[src/include/pls_defs.vh]
`ifndef PLS_DEFS_VH
`define PLS_DEFS_VH

// Error code words, stored as 16-bit BCD-looking hex patterns
`define PLS_CODE_NONE      16'h0000
`define PLS_CODE_CH1_CHAR  16'h6312
`define PLS_CODE_CH1_SUM   16'h6313
`define PLS_CODE_CH1_FMT   16'h6314
`define PLS_CODE_CH2_CHAR  16'h3812
`define PLS_CODE_CH2_SUM   16'h3813
`define PLS_CODE_CH2_FMT   16'h3814

// Error kind field of the event input
`define PLS_KIND_CHAR      2'h1
`define PLS_KIND_SUM       2'h2
`define PLS_KIND_FMT       2'h3

// Indicator flash timing: on and off half period in ns
`define PLS_FLASH_HALF_NS  40
`define PLS_CLK_NS         8
`define PLS_FLASH_HALF_CYC ((`PLS_FLASH_HALF_NS) / (`PLS_CLK_NS))
`define PLS_FLASH_W        4

// Controller variants
`define PLS_VAR_NEW        1'h1
`define PLS_VAR_OLD        1'h0

`endif

[src/hdl/pls_flasher.v]
`include "pls_defs.vh"

module pls_flasher (
    // Clock and reset
    input  wire clk,
    input  wire rst_n,
    // Activity in, indicator out
    input  wire active,
    output reg  led
);

    reg [`PLS_FLASH_W-1:0] count;

    // Last count of a half period, cut to the counter width on purpose
    localparam [31:0] FLASH_LAST = `PLS_FLASH_HALF_CYC - 1;

    always @(posedge clk) begin
        if (!rst_n) begin
            count <= {`PLS_FLASH_W{1'b0}};
            led   <= 1'b0;
        end else if (!active) begin
            // Idle direction keeps the indicator dark
            count <= {`PLS_FLASH_W{1'b0}};
            led   <= 1'b0;
        end else if (count == FLASH_LAST[`PLS_FLASH_W-1:0]) begin
            count <= {`PLS_FLASH_W{1'b0}};
            led   <= ~led;
        end else begin
            count <= count + {{(`PLS_FLASH_W-1){1'b0}}, 1'b1};
        end
    end

endmodule

[src/hdl/pls_status.v]
// Function
// - Flash indicators while receiving or sending
// - Link-active flag drops on any error
// - Flag bad master/slave station declarations
// - Raise serial error flag of used channel
// - Store error code with the flag
// - First channel codes 6312, 6313, 6314
// - Second channel codes 3812, 3813, 3814
// - Error flags and codes stay sticky
// - Clear on power cycle or stop-to-run
// - No traffic on doubly assigned port
// - Volume instructions disable a channel
// - Channel-select bit picks the link port
`include "pls_defs.vh"

module pls_status (
    // Clock and reset
    input  wire        clk,
    input  wire        rst_n,
    // Configuration
    input  wire        master_declare,
    input  wire        slave_declare,
    input  wire        channel_select_bit,
    input  wire        network_enable,
    input  wire        port_multi_assigned,
    input  wire        volume_read_instruction,
    input  wire        volume_scale_instruction,
    input  wire        variant_new,
    input  wire        variant_high_end,
    // Run mode and power
    input  wire        run_mode,
    input  wire        power_on_pulse,
    // Link activity and errors
    input  wire        link_ok,
    input  wire        rx_busy,
    input  wire        tx_busy,
    input  wire        comm_error,
    input  wire [1:0]  error_kind,
    // Status out
    output wire        receive_activity_indicator,
    output wire        transmit_activity_indicator,
    output reg         link_active_flag,
    output reg         station_setting_error_flag,
    output reg         serial_error_flag_first_channel,
    output reg         serial_error_flag_second_channel,
    output reg  [15:0] error_code_word_first_channel,
    output reg  [15:0] error_code_word_second_channel,
    output reg         channel_enable_first,
    output reg         channel_enable_second
);

    ////////////////////////////////////////////////////////////////////////
    // Channel permission

    reg  run_q;
    wire volume_used;
    wire ch1_blocked;
    wire ch2_blocked;
    wire port_ok;
    wire clear_ev;
    wire setting_err;
    wire err_ch1;
    wire err_ch2;
    reg  [15:0] next_code1;
    reg  [15:0] next_code2;

    // Next-state values of the registered outputs
    reg         next_flag1;
    reg         next_flag2;
    reg  [15:0] next_word1;
    reg  [15:0] next_word2;
    wire        sel_flag;
    wire        next_link_active;

    assign volume_used = volume_read_instruction | volume_scale_instruction;
    assign ch2_blocked = volume_used & ~variant_high_end;
    assign ch1_blocked = volume_used & variant_high_end;
    // A refused port also ignores its errors, so it never leaves
    // a record behind that no traffic could have caused.
    // single port assignment; network exclusion checked here too
    assign port_ok = ~port_multi_assigned & ~network_enable &
                     (channel_select_bit ? ~ch2_blocked : ~ch1_blocked);

    assign setting_err = ~(master_declare ^ slave_declare);

    // run_q is low after reset, so on old parts an idle-high run pin gives one
    // clear there; harmless, since every record is empty at that point.
    // clear source depends on variant; power cycle on new parts, stop-to-run edge on old ones
    assign clear_ev = (variant_new == `PLS_VAR_NEW) ? power_on_pulse
                                                    : (run_mode & ~run_q);

    // route error to selected channel; channel select
    assign err_ch1 = comm_error & ~channel_select_bit & port_ok;
    assign err_ch2 = comm_error & channel_select_bit & port_ok;

    ////////////////////////////////////////////////////////////////////////
    // Error code lookup

    // Kind 0 still raises the flag but stores the no-error code
    always @* begin
        next_code1 = `PLS_CODE_NONE;
        next_code2 = `PLS_CODE_NONE;
        case (error_kind)
            `PLS_KIND_CHAR: next_code1 = `PLS_CODE_CH1_CHAR;
            `PLS_KIND_SUM:  next_code1 = `PLS_CODE_CH1_SUM;
            `PLS_KIND_FMT:  next_code1 = `PLS_CODE_CH1_FMT;
            default:        next_code1 = `PLS_CODE_NONE;
        endcase
        case (error_kind)
            `PLS_KIND_CHAR: next_code2 = `PLS_CODE_CH2_CHAR;
            `PLS_KIND_SUM:  next_code2 = `PLS_CODE_CH2_SUM;
            `PLS_KIND_FMT:  next_code2 = `PLS_CODE_CH2_FMT;
            default:        next_code2 = `PLS_CODE_NONE;
        endcase
    end

    ////////////////////////////////////////////////////////////////////////
    // Next state of the channel error records

    // sticky first channel record; error beats clear
    always @* begin
        next_flag1 = serial_error_flag_first_channel;
        next_word1 = error_code_word_first_channel;
        if (err_ch1) begin
            next_flag1 = 1'b1;
            next_word1 = next_code1;
        end else if (clear_ev) begin
            next_flag1 = 1'b0;
            next_word1 = `PLS_CODE_NONE;
        end
    end

    always @* begin
        next_flag2 = serial_error_flag_second_channel;
        next_word2 = error_code_word_second_channel;
        if (err_ch2) begin
            next_flag2 = 1'b1;
            next_word2 = next_code2;
        end else if (clear_ev) begin
            next_flag2 = 1'b0;
            next_word2 = `PLS_CODE_NONE;
        end
    end

    // The chosen channel's flag is read from its register, so the
    // link stays down through the clear cycle itself.
    assign sel_flag = channel_select_bit ?
                      serial_error_flag_second_channel :
                      serial_error_flag_first_channel;
    assign next_link_active = link_ok & port_ok & ~setting_err &
                              ~comm_error & ~sel_flag;

    ////////////////////////////////////////////////////////////////////////
    // Status registers

    // Configuration status and clear-edge history
    always @(posedge clk) begin
        if (!rst_n) begin
            run_q                      <= 1'b0;
            station_setting_error_flag <= 1'b0;
            link_active_flag           <= 1'b0;
            channel_enable_first       <= 1'b0;
            channel_enable_second      <= 1'b0;
        end else begin
            run_q                      <= run_mode;
            station_setting_error_flag <= setting_err;
            link_active_flag           <= next_link_active;
            channel_enable_first       <= port_ok & ~channel_select_bit;
            channel_enable_second      <= port_ok & channel_select_bit;
        end
    end

    // Channel error records
    always @(posedge clk) begin
        if (!rst_n) begin
            serial_error_flag_first_channel  <= 1'b0;
            serial_error_flag_second_channel <= 1'b0;
            error_code_word_first_channel    <= `PLS_CODE_NONE;
            error_code_word_second_channel   <= `PLS_CODE_NONE;
        end else begin
            serial_error_flag_first_channel  <= next_flag1;
            serial_error_flag_second_channel <= next_flag2;
            error_code_word_first_channel    <= next_word1;
            error_code_word_second_channel   <= next_word2;
        end
    end

    ////////////////////////////////////////////////////////////////////////
    // Activity indicators

    pls_flasher u_rx_led (
        .clk    (clk),
        .rst_n  (rst_n),
        .active (rx_busy & port_ok),
        .led    (receive_activity_indicator)
    );

    pls_flasher u_tx_led (
        .clk    (clk),
        .rst_n  (rst_n),
        .active (tx_busy & port_ok),
        .led    (transmit_activity_indicator)
    );

endmodule

[config.mk]
export PLATFORM = sky130hd
export DESIGN_NAME = pls_status
export DESIGN_NICKNAME = d
export VERILOG_FILES = /design/src/hdl/pls_flasher.v /design/src/hdl/pls_status.v
export VERILOG_INCLUDE_DIRS = /design/src /design/src/include
export SDC_FILE = /design/constraint.sdc
export NUM_CORES = 1
export LEC_CHECK = 0
export BUFFER_PORTS_ARGS = -buffer_cell sky130_fd_sc_hd__buf_2
export CAP_MARGIN = 20
export CORE_MARGIN = 2
export CORE_UTILIZATION = 49
export DETAILED_ROUTE_END_ITERATION = 10
export HOLD_SLACK_MARGIN = 0.02
export MAX_ROUTING_LAYER = met4
export PLACE_DENSITY = 0.82
export SLEW_MARGIN = 5
export SYNTH_ARGS = -nofsm -noshare
export SYNTH_HDL_FRONTEND = slang
export SYNTH_HIERARCHICAL = 1
export SYNTH_SLANG_ARGS = --single-unit
[constraint.sdc]
create_clock -name clk -period 3.52 [get_ports clk]
set_clock_uncertainty 0.1 [all_clocks]
set_input_delay 0.352 -clock clk [delete_from_list [all_inputs] [get_ports clk]]
set_output_delay 0.352 -clock clk [all_outputs]
set_load 0.01 [all_outputs]
Yosys cells after proc, flatten, opt, wreduce, memory -nomap -nowiden
Cells that the tools add are included.
{ "op_classes": {"add_sub_neg": 2, "eq_ne": 5, "n_mux": 11, "n_bitwise": 34, "reduce_logical": 6} }
{ "ops": {"columns": ["op", "count"], "rows": [
  ["$mux 16", 3],
  ["$pmux 15 s3", 1],
  ["$pmux 14 s3", 1],
  ["$and 1x1->1", 17],
  ["$not 1->1", 15],
  ["$add 4x1->4 const B", 2],
  ["$eq 4x3->1 const B", 2],
  ["$mux 1", 6],
  ["$reduce_or 3->1", 2],
  ["$eq 2x2->1 const B", 2],
  ["$reduce_and 2->1", 2],
  ["$reduce_bool 2->1", 2],
  ["$eq 2x1->1 const B", 1],
  ["$or 1x1->1", 1],
  ["$xor 1x1->1", 1]
]} }
{ "word_totals": {"reg_bits": 49, "in_bits": 19, "out_inout_bits": 40, "word_cells": 71} }

Logic depth before layout (Yosys ltp)
{ "logic_depth": {"word_depth": 9, "mapped_depth": 5, "depth_no_buf": 5} }

Hierarchy
Netlist, hierarchy kept.
{ "by_module_without_submodules": {"columns": ["mod", "instances", "cells_per_inst", "area_per_inst_um2", "seq_area_each_um2"], "rows": [
  ["pls_status", 1, 91, 869.6, 300.3],
  ["pls_flasher", 2, 21, 201.4, 100.1]
]} }

Worst setup path before layout
Ideal clock, no wire load.
{ "synth_path": {"path_type": "input to register", "from": "in variant_new", "to": "reg serial_error_flag_second_channel", "setup_ns": 0.142, "t_arrival_ns": 1.074, "required_ns": 3.278, "setup_slack_ns": 2.203, "cell_stages": 4, "path_buffers": 1, "path_cell_list": "or3b_2 > buf_4 > nand3_1 > a21boi_0"} }
{ "synth_via": {"elab_chain_cells": 2} }
{ "synth_lines": {"columns": ["item", "line", "text"], "rows": [
  ["start, declared", "pls_status.v:28", "input wire variant_new,"],
  ["$mux 1", "pls_status.v:89", "assign clear_ev = (variant_new == `PLS_VAR_NEW) ? power_on_pulse"],
  ["$reduce_bool 2->1 (no line)", null, null],
  ["end signal, assigned", "pls_status.v:182", "serial_error_flag_second_channel <= next_flag2;"],
  ["end, declared", "pls_status.v:45", "output reg serial_error_flag_second_channel,"]
]} }
Every way passes these cells.
A chain may end at the register's enable or synchronous reset.

Final worst setup path
{ "layout_path": {"from": "reg run_q", "to": "reg error_code_word_first_channel[2]"} }
{ "layout_via": {"elab_chain_cells": 4} }
{ "layout_lines": {"columns": ["item", "line", "text"], "rows": [
  ["start, declared", "pls_status.v:55", "reg run_q;"],
  ["start signal, assigned", "pls_status.v:165", "run_q <= run_mode;"],
  ["$not 1->1", "pls_status.v:90", ": (run_mode & ~run_q);"],
  ["$and 1x1->1", "pls_status.v:90", null],
  ["$mux 1", "pls_status.v:89", null],
  ["$reduce_bool 2->1 (no line)", null, null],
  ["end signal, assigned", "pls_status.v:178", "error_code_word_first_channel <= `PLS_CODE_NONE;"],
  ["end signal, assigned", "pls_status.v:183", "error_code_word_first_channel <= next_word1;"],
  ["end, declared", "pls_status.v:46", "output reg [15:0] error_code_word_first_channel,"]
]} }
Every way passes these cells.

==> flow_metrics.py <==
metrics = {
    "run_status": {
        "outcome": "complete, no violations",
    },
    "worst_setup_path": {
        "r2r_end": "error_code_word_first_channel[2]$_SDFFE_PN0P_",
        "crit_start": "run_q$_SDFF_PN0_",
        "worst_ep_required_time_ns": 3.63,
        "cp.buffers_inverters": 0,
        "critPathSlowestCell": "or3b_2",
        "crit_path_start_kind": "flip-flop",
        "cp_top_family": "simple AND/OR/NAND/NOR gates",
        "worst_r2r_path_depth": 3,
        "crit_chain": "or3b_2, nand4_1, mux2i_1",
        "worstPathArrival_ns": 1.48,
        "cp-end-kind": "flip-flop",
        "rrSetupSlack_ns": 2.15,
        "rr_startpoint": "run_q$_SDFF_PN0_",
        "critPathMaxStageDelay_ns": 0.59,
        "critPathKind": "flip-flop to flip-flop",
        "path_max_fanout": 10,
    },
    "sta": {
        "setup_tns_ns": 0,
        "fin_crit_sh_pct": 38.9,
        "finalCriticalPeriod_ns": 1.37,
        "rsz0062_at_grt": "no",
        "max_clock_freq_mhz": 730,
        "final_hold_viol_count": 0,
        "slew_violations": 0,
        "setup_viol": 0,
    },
    "floorplanning": {
        "design.die.area_mm2": 0.00302,
        "core_area_mm2": 0.00248,
        "rows": 18,
        "initial_core_util_pct": 51.4,
        "io-pin-count": 59,
        "die_x_um": 55.0,
        "die_y_um": 55.0,
    },
    "clock_network": {
        "cts_max_path_buffers": 2,
        "cts.root.buffer_cell": "clkbuf_4",
        "clkSlewWorstSetupHoldPaths_ns": 0.14,
        "clk_latency_ns": 0.32,
        "numCtsBuffers": 3,
        "clkSinkCount": 25,
        "htreeDepth": 1,
        "post-cts-setup-buffer-count": 0,
        "cts_hold_buf": 0,
        "cts_tree": "yes",
        "cts_resized": 0,
    },
    "synth": {
        "yosysUniqueCellTypes": 27,
        "ys_async_sr_fraction_pct": 0,
        "synth_ff_type": "dfxtp_1",
        "ys.warnings.count": 6,
        "syn_avg_cell_area_um2": 9.57,
        "syn-instance-count": 133,
        "synth-seq-cells": 25,
        "synth_enable_flop_cells": 0,
        "syn_area_mm2": 0.00127,
        "ys_seq_area_share_pct": 39.3,
    },
    "layout": {
        "diodes": 0,
        "nFillCells": 239,
        "area_growth_pct": 10.5,
        "design_area_mm2": 0.00141,
        "drive_above_1_share_pct": 29.9,
        "nets": 194,
    },
    "grt": {
        "grtUsageMet1_pct": 18.2,
        "antenna_found_initial": 0,
        "grt_remaining_overflow": 0,
        "grt_pass1_wl_um": 3530,
        "grt_usage_pct": 17.2,
        "use_met2_pct": 30.4,
        "grt_pass1_vias": 848,
        "top_usage_layer": "met2",
        "grt_use_met3_pct": 4.03,
        "grt_max_degree": 24,
    },
    "power_and_ir_drop": {
        "pwr_density_cell_mw_per_mm2": 334,
        "ir_worst_vdd_mv": 0.230,
        "cellLeakagePower_uw": 0.000736,
    },
    "worst_hold_path": {
        "hold_class": "input port to flip-flop",
        "hp-start": "run_mode",
        "whs_path_depth": 2,
        "hold-path-endpoint": "run_q$_SDFF_PN0_",
    },
    "routing": {
        "wirelength_um": 2330,
        "vias": 964,
        "drc": 0,
        "drt_iter0_drc": 16,
        "via_per_inst": 4.89,
        "drtPass1Iterations": 4,
        "final_antenna_net_count": 0,
        "wire_per_inst_um": 11.8,
    },
    "place": {
        "globalplace.congestion": 0.685,
        "placed_area_mm2": 0.00138,
        "portBuffers": 41,
        "dpl.hpwl_um": 1850,
    },
    "job": {
        "drv_cap": 0,
    },
}
[cells by family (layout without fill, tap and decap cells)]
| kind of cell | after synthesis | after routing | share of synthesized area (%) |
|---|---|---|---|
| XOR/XNOR | 8 | 8 | 5.51 |
| buffers and inverters | 35 | 53 | 17.8 |
| AND/OR/NAND/NOR | 43 | 43 | 19.4 |
| other | 1 | 17 | 0.295 |
| multiplexers | 9 | 9 | 7.47 |
| adder cells (fa/ha/maj) | 7 | 7 | 6.88 |
| AO/OA/AOI/OAI | 5 | 5 | 3.34 |
| flip-flops | 25 | 25 | 39.3 |
[cell usage after synthesis, types with 2 or more instances]
| cell type | instances | area [um2] |
|---|---|---|
| buf_4 | 25 | 188 |
| nor2_1 | 10 | 37.5 |
| nand3b_1 | 2 | 15.0 |
| dfxtp_1 | 25 | 500 |
| inv_1 | 8 | 30.0 |
| ha_1 | 7 | 87.6 |
| nand4_1 | 8 | 50.1 |
| a21boi_0 | 2 | 15.0 |
| and2_1 | 4 | 25.0 |
| nand2_1 | 4 | 15.0 |
| xnor2_1 | 6 | 52.6 |
| nand3_1 | 6 | 30.0 |
| and3_1 | 4 | 25.0 |
| xor2_1 | 2 | 17.5 |
| mux2i_1 | 8 | 80.1 |
[registers in the layout (all words and copies together) (netlist names)]
register                          cells
error_code_word_second_channel        4
channel_enable_second                 1
u_tx_led/led                          1
channel_enable_first                  1
station_setting_error_flag            1
u_rx_led/count                        4
serial_error_flag_first_channel       1
error_code_word_first_channel         4
run_q                                 1
link_active_flag                      1
serial_error_flag_second_channel      1
u_tx_led/count                        4
u_rx_led/led                          1
[cell type report]
type	instances	area (um2)	share of cell area (%)
Sequential cell	25	500	35.6
Tap cell	30	37.5	2.67
Clock inverter	1	5.00	0.356
Clock buffer	3	22.5	1.60
Timing Repair Buffer	41	205	14.6
Multi-Input combinational cell	89	606	43.1
Inverter	8	30.0	2.14
[stage by stage]
step           setup slack [ns]  total power [uW]  hold slack, ns  instances  utilization [%]
2_1_floorplan              2.20               344           0.330        149                -
3_3_place_gp               2.07               347           0.341        193             55.7
3_5_place_dp               2.02               349           0.364        193             55.7
4_1_cts                    2.16               474           0.127        197             56.8
5_1_grt                    2.09               492           0.116        197             56.8
6_report                   2.15               469           0.134        197             56.8
[layout by cell type (no fill, tap or decap), drive strengths merged, types with 2 or more instances in the layout]
cell type,synthesis,layout
buf,26,41
dfxtp,25,25
conb,1,17
nor2,10,10
inv,8,8
nand4,8,8
mux2i,8,8
ha,7,7
xnor2,6,6
nand3,6,6
and2,4,4
nand2,4,4
and3,4,4
clkbuf,1,3
a21boi,2,2
nand3b,2,2
xor2,2,2
[report_power, final]
group	internal, uW	total (uW)	switching, uW	leakage, uW
Sequential	287	289	2.05	0.000202
Combinational	20.2	54.5	34.3	0.000516
Clock	42.5	126	83.0	0.0000177
Total	350	469	119	0.000736
[layer usage]
layer	vias up	share of wire, %
met1	438	39
met4	0	1.2
li1	474	-
met5	-	0
met3	4	9.7
met2	48	50
[worst max path at each step]
stage / end / slack [ns] / cells past startpoint
5_1_grt: error_code_word_first_channel[4] / 2.09 / 1
3_5_place_dp: error_code_word_first_channel[1]$_SDFFE_PN0P_ / 2.02 / 4
2_1_floorplan: serial_error_flag_second_channel$_SDFFE_PN0P_ / 2.20 / 4
4_1_cts: error_code_word_first_channel[13] / 2.16 / 1
6_report: error_code_word_first_channel[2]$_SDFFE_PN0P_ / 2.15 / 3
3_3_place_gp: error_code_word_second_channel[12]$_SDFFE_PN0P_ / 2.07 / 4
Note: power is estimated with default switching activity, not from simulation.
